File: src/mtc_pkg.sv
/*
 * mtc_pkg: constants, types and reset values shared by the MAC control
 * block and its deferral timer.
 * Assumes one 40 MHz clock and a bit time of the 10 Mb/s line.
 */
package mtc_pkg;

   // clock and line timing
   localparam int CLK_PERIOD_NS    = 25;
   localparam int BIT_TIME_NS      = 100;
   localparam int BIT_CYCLES       = (BIT_TIME_NS + CLK_PERIOD_NS - 1)
                                     / CLK_PERIOD_NS;
   localparam int DEFER_LIMIT_BITS = 24288;
   localparam int SLOT_BITS        = 512;

   // register indices; byte address is four times the index
   localparam logic [5:0] IDX_CTRL     = 6'h01;
   localparam logic [5:0] IDX_STA_HIGH = 6'h02;
   localparam logic [5:0] IDX_IRQ_STAT = 6'h08;
   localparam logic [5:0] IDX_IRQ_MASK = 6'h09;

   // control register fields
   localparam int CTRL_BOSEL_LSB = 6;
   localparam int CTRL_DCHK_BIT  = 5;
   localparam int CTRL_TX_EN_BIT = 3;
   localparam int CTRL_RX_EN_BIT = 2;

   // interrupt status bits
   localparam int IRQ_ABORT_BIT  = 0;
   localparam int IRQ_TXDONE_BIT = 1;
   localparam int IRQ_EEDONE_BIT = 2;

   // back-off limit encodings and bit counts
   localparam logic [1:0] BOSEL_10 = 2'h0;
   localparam logic [1:0] BOSEL_8  = 2'h1;
   localparam logic [1:0] BOSEL_4  = 2'h2;
   localparam logic [1:0] BOSEL_1  = 2'h3;
   localparam logic [3:0] KMAX     = 4'ha;

   // eeprom locations of the upper address bytes
   localparam logic [7:0] EE_LOC_LO = 8'h05;
   localparam logic [7:0] EE_LOC_HI = 8'h06;

   localparam logic [15:0] STA_HIGH_RST = 16'hffff;

   typedef enum logic [1:0] {ST_IDLE, ST_DEFER, ST_XMIT, ST_BACKOFF}
      mtc_state_e;
   typedef enum logic [1:0] {EE_START, EE_LO, EE_HI, EE_DONE} mtc_ee_e;

   typedef struct packed {
      mtc_state_e  st;
      mtc_ee_e     ee;
      logic        dchk;
      logic        tx_en;
      logic        rx_en;
      logic [1:0]  bosel;
      logic [15:0] sta;
      logic [2:0]  ist;
      logic [2:0]  imsk;
      logic [31:0] rdata;
      logic        ee_req;
      logic [7:0]  ee_addr;
      logic [19:0] lfsr;
      logic [3:0]  retry;
      logic [9:0]  slots;
      logic [8:0]  sbits;
      logic        start;
      logic        abort;
   } mtc_main_s;

   localparam mtc_main_s MAIN_RST = '{
      st: ST_IDLE, ee: EE_START, dchk: 1'b0, tx_en: 1'b0, rx_en: 1'b0,
      bosel: 2'h0, sta: STA_HIGH_RST, ist: 3'h0, imsk: 3'h0,
      rdata: 32'h0000_0000, ee_req: 1'b0, ee_addr: 8'h00,
      lfsr: 20'h0_0001, retry: 4'h0, slots: 10'h000, sbits: 9'h000,
      start: 1'b0, abort: 1'b0};

endpackage

File: src/mtc_defer_if.sv
/*
 * mtc_defer_if: carrier between the control logic and the deferral timer.
 * Assumes both ends run on ref_clk.
 */
`timescale 1ns/1ps
interface mtc_defer_if;
   logic bit_tick;
   logic run;
   logic clear;
   logic expired;

   modport timer (output bit_tick, output expired, input run, input clear);
   modport ctrl  (input bit_tick, input expired, output run, output clear);
endinterface

File: src/mtc_defer_timer.sv
/*
 * mtc_defer_timer: bit-time divider and deferral counter.
 * Assumes run and clear come from the control logic on ref_clk.
 */
`timescale 1ns/1ps
module mtc_defer_timer
   import mtc_pkg::*;
#(
   parameter int LIMIT_BITS = DEFER_LIMIT_BITS
)(
   input  wire logic        ref_clk,  // system clock
   input  wire logic        sys_rst,  // async reset, high
   mtc_defer_if.timer       dif       // to control logic
);
   localparam int CW = $clog2(LIMIT_BITS + 2);
   localparam int DW = $clog2(BIT_CYCLES + 1);

   typedef struct packed {
      logic [DW-1:0] div;
      logic [CW-1:0] cnt;
      logic          tick;
      logic          expired;
   } mtc_tmr_s;

   mtc_tmr_s s_r;
   mtc_tmr_s s_nxt;

   assign dif.bit_tick = s_r.tick;
   assign dif.expired  = s_r.expired;

   always_comb
   begin
      s_nxt      = s_r;
      s_nxt.tick = 1'b0;
      if (s_r.div == DW'(BIT_CYCLES - 1))
      begin
         s_nxt.div  = '0;
         s_nxt.tick = 1'b1;
      end
      else
         s_nxt.div = s_r.div + 1'b1;
      // held at zero outside a deferral so each period starts fresh
      if (dif.clear)
         s_nxt.cnt = '0;
      else if (dif.run && s_r.tick && !s_r.expired)
         s_nxt.cnt = s_r.cnt + 1'b1;
      s_nxt.expired = (s_nxt.cnt > CW'(LIMIT_BITS));
   end

   always_ff @(posedge ref_clk or posedge sys_rst)
   begin
      if (sys_rst)
         s_r <= '0;
      else
         s_r <= s_nxt;
   end

   property p_tmr_clear;
      @(posedge ref_clk) disable iff (sys_rst)
      dif.clear |=> (s_r.cnt == '0) && !dif.expired;
   endproperty
   a_tmr_clear: assert property (p_tmr_clear)
      else $error("deferral count not cleared");

   property p_tmr_hold;
      @(posedge ref_clk) disable iff (sys_rst)
      !dif.run && !dif.clear |=> $stable(s_r.cnt);
   endproperty
   a_tmr_hold: assert property (p_tmr_hold)
      else $error("deferral count moved without carrier hold-off");
endmodule

File: src/mtc_mac_ctrl.sv
/*
 * mtc_mac_ctrl: transmit and receive enables, deferral abort, back-off
 * slot selection, upper station address with eeprom preload, interrupts.
 * Assumes a register port with read data one cycle after the read strobe,
 * single-cycle pulses for collision, done and eeprom data valid.
 */
`timescale 1ns/1ps
module mtc_mac_ctrl
   import mtc_pkg::*;
#(
   parameter int LIMIT_BITS = DEFER_LIMIT_BITS
)(
   input  wire logic        ref_clk,        // system clock
   input  wire logic        sys_rst,        // async reset, high
   input  wire logic [7:0]  reg_addr,       // register byte address
   input  wire logic [31:0] reg_wdata,      // register write data
   input  wire logic        reg_wr,         // write strobe
   input  wire logic        reg_rd,         // read strobe
   output logic      [31:0] reg_rdata,      // read data, next cycle
   output logic             irq,            // interrupt level
   input  wire logic        tx_frame_ready, // buffer holds a frame
   input  wire logic        crs,            // carrier sense
   input  wire logic        tx_collision,   // collision pulse
   input  wire logic        tx_done,        // frame sent pulse
   output logic             tx_start,       // start frame pulse
   output logic             tx_abort,       // deferral abort pulse
   output logic             tx_deferring,   // waiting on carrier
   input  wire logic        rx_frame_valid, // phy offers a frame
   output logic             rx_accept,      // frame taken
   input  wire logic        ee_present,     // programmed eeprom found
   output logic             ee_req,         // eeprom byte request
   output logic      [7:0]  ee_addr,        // eeprom location
   input  wire logic        ee_valid,       // eeprom byte pulse
   input  wire logic [7:0]  ee_data,        // eeprom byte
   output logic             init_done       // preload finished
);
   mtc_main_s   s_r;
   mtc_main_s   s_nxt;
   mtc_defer_if dif ();

   mtc_defer_timer #(
      .LIMIT_BITS (LIMIT_BITS)
   ) u_timer (
      .ref_clk (ref_clk),
      .sys_rst (sys_rst),
      .dif     (dif)
   );

   // slot count mask from retry count and limit field
   function automatic logic [9:0] bo_mask(input logic [3:0] n,
                                          input logic [1:0] sel);
      logic [3:0] k;
      logic [3:0] lim;
      k = (n > KMAX) ? KMAX : n;
      unique case (sel)
         BOSEL_10: lim = 4'ha;
         BOSEL_8:  lim = 4'h8;
         BOSEL_4:  lim = 4'h4;
         BOSEL_1:  lim = 4'h1;
      endcase
      if (lim < k)
         k = lim;
      bo_mask = 10'((11'h001 << k) - 11'h001);
   endfunction

   logic       sel_ctrl;
   logic       sel_sta;
   logic       sel_ist;
   logic       sel_imsk;
   logic [2:0] ev;
   logic [3:0] retry_inc;

   always_comb
   begin
      sel_ctrl = (reg_addr == {IDX_CTRL, 2'b00});
      sel_sta  = (reg_addr == {IDX_STA_HIGH, 2'b00});
      sel_ist  = (reg_addr == {IDX_IRQ_STAT, 2'b00});
      sel_imsk = (reg_addr == {IDX_IRQ_MASK, 2'b00});
   end

   assign retry_inc = (s_r.retry == 4'hf) ? s_r.retry : s_r.retry + 4'h1;

   // deferral is timed only while carrier holds off a ready frame
   assign dif.run   = (s_r.st == ST_DEFER) && crs;
   assign dif.clear = (s_r.st != ST_DEFER);

   always_comb
   begin
      s_nxt       = s_r;
      ev          = 3'h0;
      s_nxt.start = 1'b0;
      s_nxt.abort = 1'b0;
      s_nxt.lfsr  = {s_r.lfsr[18:0], s_r.lfsr[19] ^ s_r.lfsr[16]};

      unique case (s_r.st)
         ST_IDLE:
            if (s_r.tx_en && tx_frame_ready)
               s_nxt.st = ST_DEFER;
         ST_DEFER:
         begin
            if (!s_r.tx_en)
               s_nxt.st = ST_IDLE;
            else if (!crs)
            begin
               s_nxt.start = 1'b1;
               s_nxt.st    = ST_XMIT;
            end
            // with the check off the expiry is simply ignored
            else if (s_r.dchk && dif.expired)
            begin
               s_nxt.abort          = 1'b1;
               s_nxt.retry          = 4'h0;
               ev[IRQ_ABORT_BIT]    = 1'b1;
               s_nxt.st             = ST_IDLE;
            end
         end
         ST_XMIT:
            if (tx_collision)
            begin
               s_nxt.retry = retry_inc;
               s_nxt.slots = s_r.lfsr[9:0] & bo_mask(retry_inc, s_r.bosel);
               s_nxt.sbits = 9'h000;
               s_nxt.st    = ST_BACKOFF;
            end
            else if (tx_done)
            begin
               s_nxt.retry        = 4'h0;
               ev[IRQ_TXDONE_BIT] = 1'b1;
               s_nxt.st           = ST_IDLE;
            end
         ST_BACKOFF:
            if (s_r.slots == 10'h000)
               s_nxt.st = ST_DEFER;
            else if (dif.bit_tick)
            begin
               s_nxt.sbits = s_r.sbits + 9'h001;
               if (s_r.sbits == 9'(SLOT_BITS - 1))
                  s_nxt.slots = s_r.slots - 10'h001;
            end
      endcase

      // upper address preload; ee_present taken after reset release
      unique case (s_r.ee)
         EE_START:
            if (ee_present)
            begin
               s_nxt.ee_req  = 1'b1;
               s_nxt.ee_addr = EE_LOC_LO;
               s_nxt.ee      = EE_LO;
            end
            else
            begin
               ev[IRQ_EEDONE_BIT] = 1'b1;
               s_nxt.ee           = EE_DONE;
            end
         EE_LO:
            if (ee_valid)
            begin
               s_nxt.sta[7:0] = ee_data;
               s_nxt.ee_addr  = EE_LOC_HI;
               s_nxt.ee       = EE_HI;
            end
         EE_HI:
            if (ee_valid)
            begin
               s_nxt.sta[15:8]    = ee_data;
               s_nxt.ee_req       = 1'b0;
               ev[IRQ_EEDONE_BIT] = 1'b1;
               s_nxt.ee           = EE_DONE;
            end
         EE_DONE:
            s_nxt.ee = EE_DONE;
      endcase

      if (reg_wr)
      begin
         if (sel_ctrl)
         begin
            s_nxt.dchk  = reg_wdata[CTRL_DCHK_BIT];
            s_nxt.tx_en = reg_wdata[CTRL_TX_EN_BIT];
            s_nxt.rx_en = reg_wdata[CTRL_RX_EN_BIT];
            s_nxt.bosel = reg_wdata[CTRL_BOSEL_LSB +: 2];
         end
         // only the low half is stored, and only once preload is over
         if (sel_sta && s_r.ee == EE_DONE)
            s_nxt.sta = reg_wdata[15:0];
         if (sel_imsk)
            s_nxt.imsk = reg_wdata[2:0];
      end

      // write-one-to-clear; a new event in the same cycle wins
      s_nxt.ist = s_r.ist & ~((reg_wr && sel_ist) ? reg_wdata[2:0] : 3'h0);
      s_nxt.ist = s_nxt.ist | ev;

      s_nxt.rdata = 32'h0000_0000;
      if (reg_rd)
      begin
         if (sel_ctrl)
         begin
            s_nxt.rdata[CTRL_DCHK_BIT]       = s_r.dchk;
            s_nxt.rdata[CTRL_TX_EN_BIT]      = s_r.tx_en;
            s_nxt.rdata[CTRL_RX_EN_BIT]      = s_r.rx_en;
            s_nxt.rdata[CTRL_BOSEL_LSB +: 2] = s_r.bosel;
         end
         else if (sel_sta)
            s_nxt.rdata = {16'h0000, s_r.sta};
         else if (sel_ist)
            s_nxt.rdata[2:0] = s_r.ist;
         else if (sel_imsk)
            s_nxt.rdata[2:0] = s_r.imsk;
      end
   end

   always_ff @(posedge ref_clk or posedge sys_rst)
   begin
      if (sys_rst)
         s_r <= MAIN_RST;
      else
         s_r <= s_nxt;
   end

   assign reg_rdata    = s_r.rdata;
   assign irq          = |(s_r.ist & s_r.imsk);
   assign tx_start     = s_r.start;
   assign tx_abort     = s_r.abort;
   assign tx_deferring = (s_r.st == ST_DEFER);
   assign rx_accept    = s_r.rx_en && rx_frame_valid;
   assign ee_req       = s_r.ee_req;
   assign ee_addr      = s_r.ee_addr;
   assign init_done    = (s_r.ee == EE_DONE);

   property p_abort_cause;
      @(posedge ref_clk) disable iff (sys_rst)
      (s_r.st == ST_DEFER) && s_r.tx_en && crs && s_r.dchk && dif.expired
      |=> tx_abort && (s_r.st == ST_IDLE);
   endproperty
   a_abort_cause: assert property (p_abort_cause)
      else $error("deferral over limit did not abort");

   property p_no_abort_off;
      @(posedge ref_clk) disable iff (sys_rst)
      !s_r.dchk |=> !tx_abort;
   endproperty
   a_no_abort_off: assert property (p_no_abort_off)
      else $error("abort with deferral check disabled");

   property p_run_cause;
      @(posedge ref_clk) disable iff (sys_rst)
      dif.run |-> crs && tx_deferring;
   endproperty
   a_run_cause: assert property (p_run_cause)
      else $error("deferral timer ran without carrier hold-off");

   property p_fresh_defer;
      @(posedge ref_clk) disable iff (sys_rst)
      (s_r.st == ST_BACKOFF) ##1 (s_r.st == ST_DEFER) |-> !dif.expired;
   endproperty
   a_fresh_defer: assert property (p_fresh_defer)
      else $error("deferral time carried across attempts");

   property p_start_en;
      @(posedge ref_clk) disable iff (sys_rst)
      tx_start |-> $past(s_r.tx_en) && $past(!crs);
   endproperty
   a_start_en: assert property (p_start_en)
      else $error("frame started while disabled or carrier busy");

   property p_rx_off;
      @(posedge ref_clk) disable iff (sys_rst)
      reg_wr && sel_ctrl && !reg_wdata[CTRL_RX_EN_BIT] |=> !rx_accept;
   endproperty
   a_rx_off: assert property (p_rx_off)
      else $error("frame accepted with receiver disabled");

   property p_sta_read;
      @(posedge ref_clk) disable iff (sys_rst)
      reg_rd && sel_sta |=> reg_rdata == {16'h0000, $past(s_r.sta)};
   endproperty
   a_sta_read: assert property (p_sta_read)
      else $error("address high read back wrong");

   property p_ee_load;
      @(posedge ref_clk) disable iff (sys_rst)
      ee_valid && (s_r.ee == EE_HI) |=> s_r.sta[15:8] == $past(ee_data)
      && init_done && !ee_req;
   endproperty
   a_ee_load: assert property (p_ee_load)
      else $error("eeprom high byte not loaded");

   property p_wr_early;
      @(posedge ref_clk) disable iff (sys_rst)
      reg_wr && sel_sta && !init_done && !ee_valid |=> $stable(s_r.sta);
   endproperty
   a_wr_early: assert property (p_wr_early)
      else $error("address written before initialisation done");

   property p_rst_val;
      @(posedge ref_clk) disable iff (sys_rst)
      (s_r.ee == EE_START) |-> s_r.sta == STA_HIGH_RST;
   endproperty
   a_rst_val: assert property (p_rst_val)
      else $error("address high reset value wrong");

   property p_bo_bound;
      @(posedge ref_clk) disable iff (sys_rst)
      (s_r.st == ST_XMIT) && tx_collision
      |=> ((s_r.slots >> s_r.retry) == 10'h000)
      && (s_r.bosel != BOSEL_8 || s_r.slots[9:8] == 2'h0)
      && (s_r.bosel != BOSEL_4 || s_r.slots[9:4] == 6'h00)
      && (s_r.bosel != BOSEL_1 || s_r.slots[9:1] == 9'h000);
   endproperty
   a_bo_bound: assert property (p_bo_bound)
      else $error("back-off wait exceeds selected range");

   property p_tx_off;
      @(posedge ref_clk) disable iff (sys_rst)
      !s_r.tx_en |=> !tx_start;
   endproperty
   a_tx_off: assert property (p_tx_off)
      else $error("frame started with transmitter disabled");

   property p_defer_entry;
      @(posedge ref_clk) disable iff (sys_rst)
      (s_r.st == ST_IDLE) && !tx_frame_ready |=> !tx_deferring;
   endproperty
   a_defer_entry: assert property (p_defer_entry)
      else $error("deferral entered with no frame ready");

   property p_abort_flag;
      @(posedge ref_clk) disable iff (sys_rst)
      tx_abort |-> s_r.ist[IRQ_ABORT_BIT];
   endproperty
   a_abort_flag: assert property (p_abort_flag)
      else $error("abort not recorded in status");
endmodule

File: config.mk
export PLATFORM = sky130hd
export DESIGN_NAME = mtc_mac_ctrl
export DESIGN_NICKNAME = d
export VERILOG_FILES = /design/src/mtc_pkg.sv /design/src/mtc_defer_if.sv /design/src/mtc_defer_timer.sv /design/src/mtc_mac_ctrl.sv
export SDC_FILE = /design/constraint.sdc
export NUM_CORES = 1
export LEC_CHECK = 0
export ABC_AREA = 1
export BUFFER_PORTS_ARGS = -buffer_cell sky130_fd_sc_hd__buf_2
export CAP_MARGIN = 30
export CORE_MARGIN = 2
export CORE_UTILIZATION = 45
export CTS_CLUSTER_DIAMETER = 80
export CTS_CLUSTER_SIZE = 40
export DETAILED_ROUTE_END_ITERATION = 8
export PLACE_DENSITY = 0.7
export SLEW_MARGIN = 20
export SYNTH_ARGS = -nofsm -noshare
export SYNTH_HDL_FRONTEND = slang
export SYNTH_SLANG_ARGS = --single-unit
File: constraint.sdc
create_clock -name ref_clk -period 4.2 [get_ports ref_clk]
set_input_delay 0.42 -clock ref_clk [delete_from_list [all_inputs] [get_ports ref_clk]]
set_output_delay 0.42 -clock ref_clk [all_outputs]
set_load 0.005 [all_outputs]
==> flow_summary_export.csv <==
group,metric,value,unit
cts,cts_buffers,17,
synthesis,synth.avg_cell_area,8.29,um2
synthesis,yosys.area.top_type,"dfrtp_1",
pwr,ir_worst_vdd,0.000373,V
detailed_routing,vias,4681,
synthesis,synth_ff_type,"dfrtp_1",
detailed_routing,drc,0,
setup_path,r2r_slack,0.97,ns
synthesis,synthTopCellsByArea,"dfrtp_1, nand2_1, dfstp_2, inv_1, buf_4",
worst_hold_path,hp-class,"in2async",
floorplanning,core,13200,um2
timing,fin_crit_sh,76.9,%
synthesis,syn_inst,729,
job,drv_cap,0,
synthesis,synth.most_common_cell,"nand2_1",
global_routing,grt_first_pass_wirelength,21.0,mm
setup_path,reg2reg_to,"s_r[19]",
cts,h-tree-depth,4,
floorplanning,die_x,120,um
setup_path,ff2ff_path_depth,25,
timing,slew_headroom,55.6,%
detailed_routing,drt_pass1_iterations,5,
placement,dp_hpwl,8.67,mm
timing,finalHoldViolCount,0,
timing,setup_viol,0,
timing,rsz0062_at_grt,"false",
setup_path,path_buf_inv,3,
timing,fmax,310,MHz
final_layout,antenna_cells,0,
setup_path,endpoint_kind,"flop",
setup_path,worstSetupPathType,"reg2reg",
detailed_routing,routedWlPerCell,12.6,um
final_layout,drive_gt1_share,19.6,%
floorplanning,io_pins,106,
final_layout,area_delta_synth_final,15.5,%
placement,place_congestion,0.836,
cts,clockBufferDepth,2,
synthesis,synth_edf_count,0,
setup_path,crit_start,"s_r[21]",
timing,worstMarginPinSlew,0.666,ns
placement,io_buffers,68,
placement,place_ws,1.04,ns
timing,fin_crit,3.23,ns
synthesis,ys_seq_elements,116,
timing,finalWorstSetupSlack,0.969,ns
timing,clock-skew-final,0.0141,ns
global_routing,grt-ovfl-total,0,
detailed_routing,routed_wl,12.3,mm
timing,finalSetupTns,0,ns
cts,post_cts_buffers,0,
global_routing,grt_util_all_layers,18.4,%
global_routing,grt_max_degree,79,
cts,cts_sinks,116,
cts,cts_root_buf,"clkbuf_16",
synthesis,async_flop_share,100,%
setup_path,cpMostUsedCell,"nand2_1",
setup_path,required,4.55,ns
floorplanning,placementRows,42,
floorplanning,dieArea,14400,um2
setup_path,max_stage_delay,0.39,ns
setup_path,cp_data_arrival_time,3.58,ns
synthesis,synth_top_area_share,41.0,%
pwr,p_leak,3.57,nW
global_routing,antenna_found_initial,0,
setup_path,critPathMaxFanout,8,
synthesis,netlist_area,6050,um2
floorplanning,start_util,45.8,%
detailed_routing,detail-route-antenna-nets,0,
detailed_routing,drt-vias-per-instance,4.80,
setup_path,worst_r2r_startpoint,"s_r[21]",
global_routing,grt_pass1_vias,4541,
setup_path,critical_path_cell_count,25,
setup_path,crit_end,"s_r[19]",
cts,cts_tree,"done",
timing,slew_viol_final,0,
cts,clk_pin_slew_worst_paths,0.06,ns
synthesis,synth_warnings,0,
timing,whs,0.00824,ns
synthesis,synth_cell_types,46,
cts,hold_buffers,0,
pwr,p_per_area,583,nW/um2
final_layout,final_nets,859,
status,status,"completed",
cts,clk_latency,0.41,ns
detailed_routing,drtIter0Drc,333,
setup_path,cp_slowest_cell,"dfrtp_1",
setup_path,start_kind,"flop",
setup_path,crit_family,"simple AND/OR/NAND/NOR gates",
synthesis,synth_common_cells,"nand2_1, inv_1, dfrtp_1",
synthesis,ys_seq_area_share,48.4,%
floorplanning,die_h,120,um
cts,postCtsResizedCells,0,
report_power, final:
| part | switching (W) | total (W) | internal (W) |
|---|---|---|---|
| clock network | 0.000516 | 0.00151 | 0.000990 |
| registers | 0.0000844 | 0.00134 | 0.00125 |
| logic | 0.000805 | 0.00122 | 0.000419 |
| total | 0.00141 | 0.00407 | 0.00266 |
registers in the layout, summed over array words and instances (netlist names):
register,flops
s_r,55
s_nxt,19
u_timer.s_r,18
reg_rdata,16
ee_addr,3
ee_req,1
tx_abort,1
tx_start,1
u_timer.dif.bit_tick,1
u_timer.dif.expired,1
placed cells by master, fill, tap and decap left out, types with 3 or more instances in the layout:
cell / instances
nor2_1: 56
a31oi_1: 3
a21oi_1: 29
nor2_2: 3
nor4_1: 5
dfrtp_1: 99
nand3_1: 37
inv_1: 110
nor3_1: 19
o211ai_1: 12
clkbuf_16: 17
buf_2: 68
nand3b_1: 3
buf_4: 3
nand2_4: 3
nand2_2: 8
xnor2_1: 3
dfstp_2: 17
nand2_1: 150
clkinvlp_4: 5
nand3_2: 3
or2_2: 3
inv_2: 4
conb_1: 21
a211oi_1: 3
xor2_1: 8
ha_1: 14
bufinv_16: 4
nand4_1: 9
o21ai_0: 50
routing by layer:
layer  GRT usage, %  part of all wire (%)
met1           24.1                    47
met2           30.0                    48
met3           5.18                   4.3
met4           5.15                  0.56
met5              0                     0
cells by family (layout without fill, tap and decap cells):
group | count (synthesis) | in the layout | synth area share, %
xor+xnor | 11 | 11 | 1.59
simple gates | 307 | 307 | 23.3
buf+inv | 171 | 221 | 13.4
compound gates | 107 | 107 | 10.0
mux | 2 | 2 | 0.372
other cells | 1 | 21 | 0.0620
flops | 116 | 116 | 48.4
fa+ha+maj | 14 | 14 | 2.90
per-stage QoR:
| stage | instance area (um2) | total power (W) | instances | util (%) |
|---|---|---|---|---|
| floorplan | 6120 | 0.00234 | 749 | - |
| global placement | 6340 | 0.00254 | 942 | 48.1 |
| detailed placement | 6340 | 0.00256 | 942 | 48.1 |
| CTS | 6960 | 0.00410 | 974 | 52.7 |
| global route | 6980 | 0.00438 | 975 | 53.0 |
| finish | 6980 | 0.00407 | 975 | 53.0 |
worst min-delay path by stage:
stage | slack, ns | start | depth (start not counted) | end
floorplan | 0.33 | s_nxt[36] | 0 | s_nxt[37]
global route | 0.04 | sys_rst | 2 | s_r[89]
CTS | 0.23 | reg_wdata[8] | 3 | s_r[100]
finish | 0.008 | sys_rst | 2 | s_r[17]
global placement | 0.33 | s_nxt[36] | 0 | s_nxt[37]
detailed placement | 0.34 | s_nxt[43] | 0 | s_nxt[44]
area by class of cell:
type	instances	area (um2)
fillers	1229	6210
flip-flops and latches	116	2920
multi-input cells	462	2390
inverters	117	442
clock buffers	19	433
repair buffers	72	390
well taps	176	220
clock inverters	13	185
(Power assumes the default switching activity.)
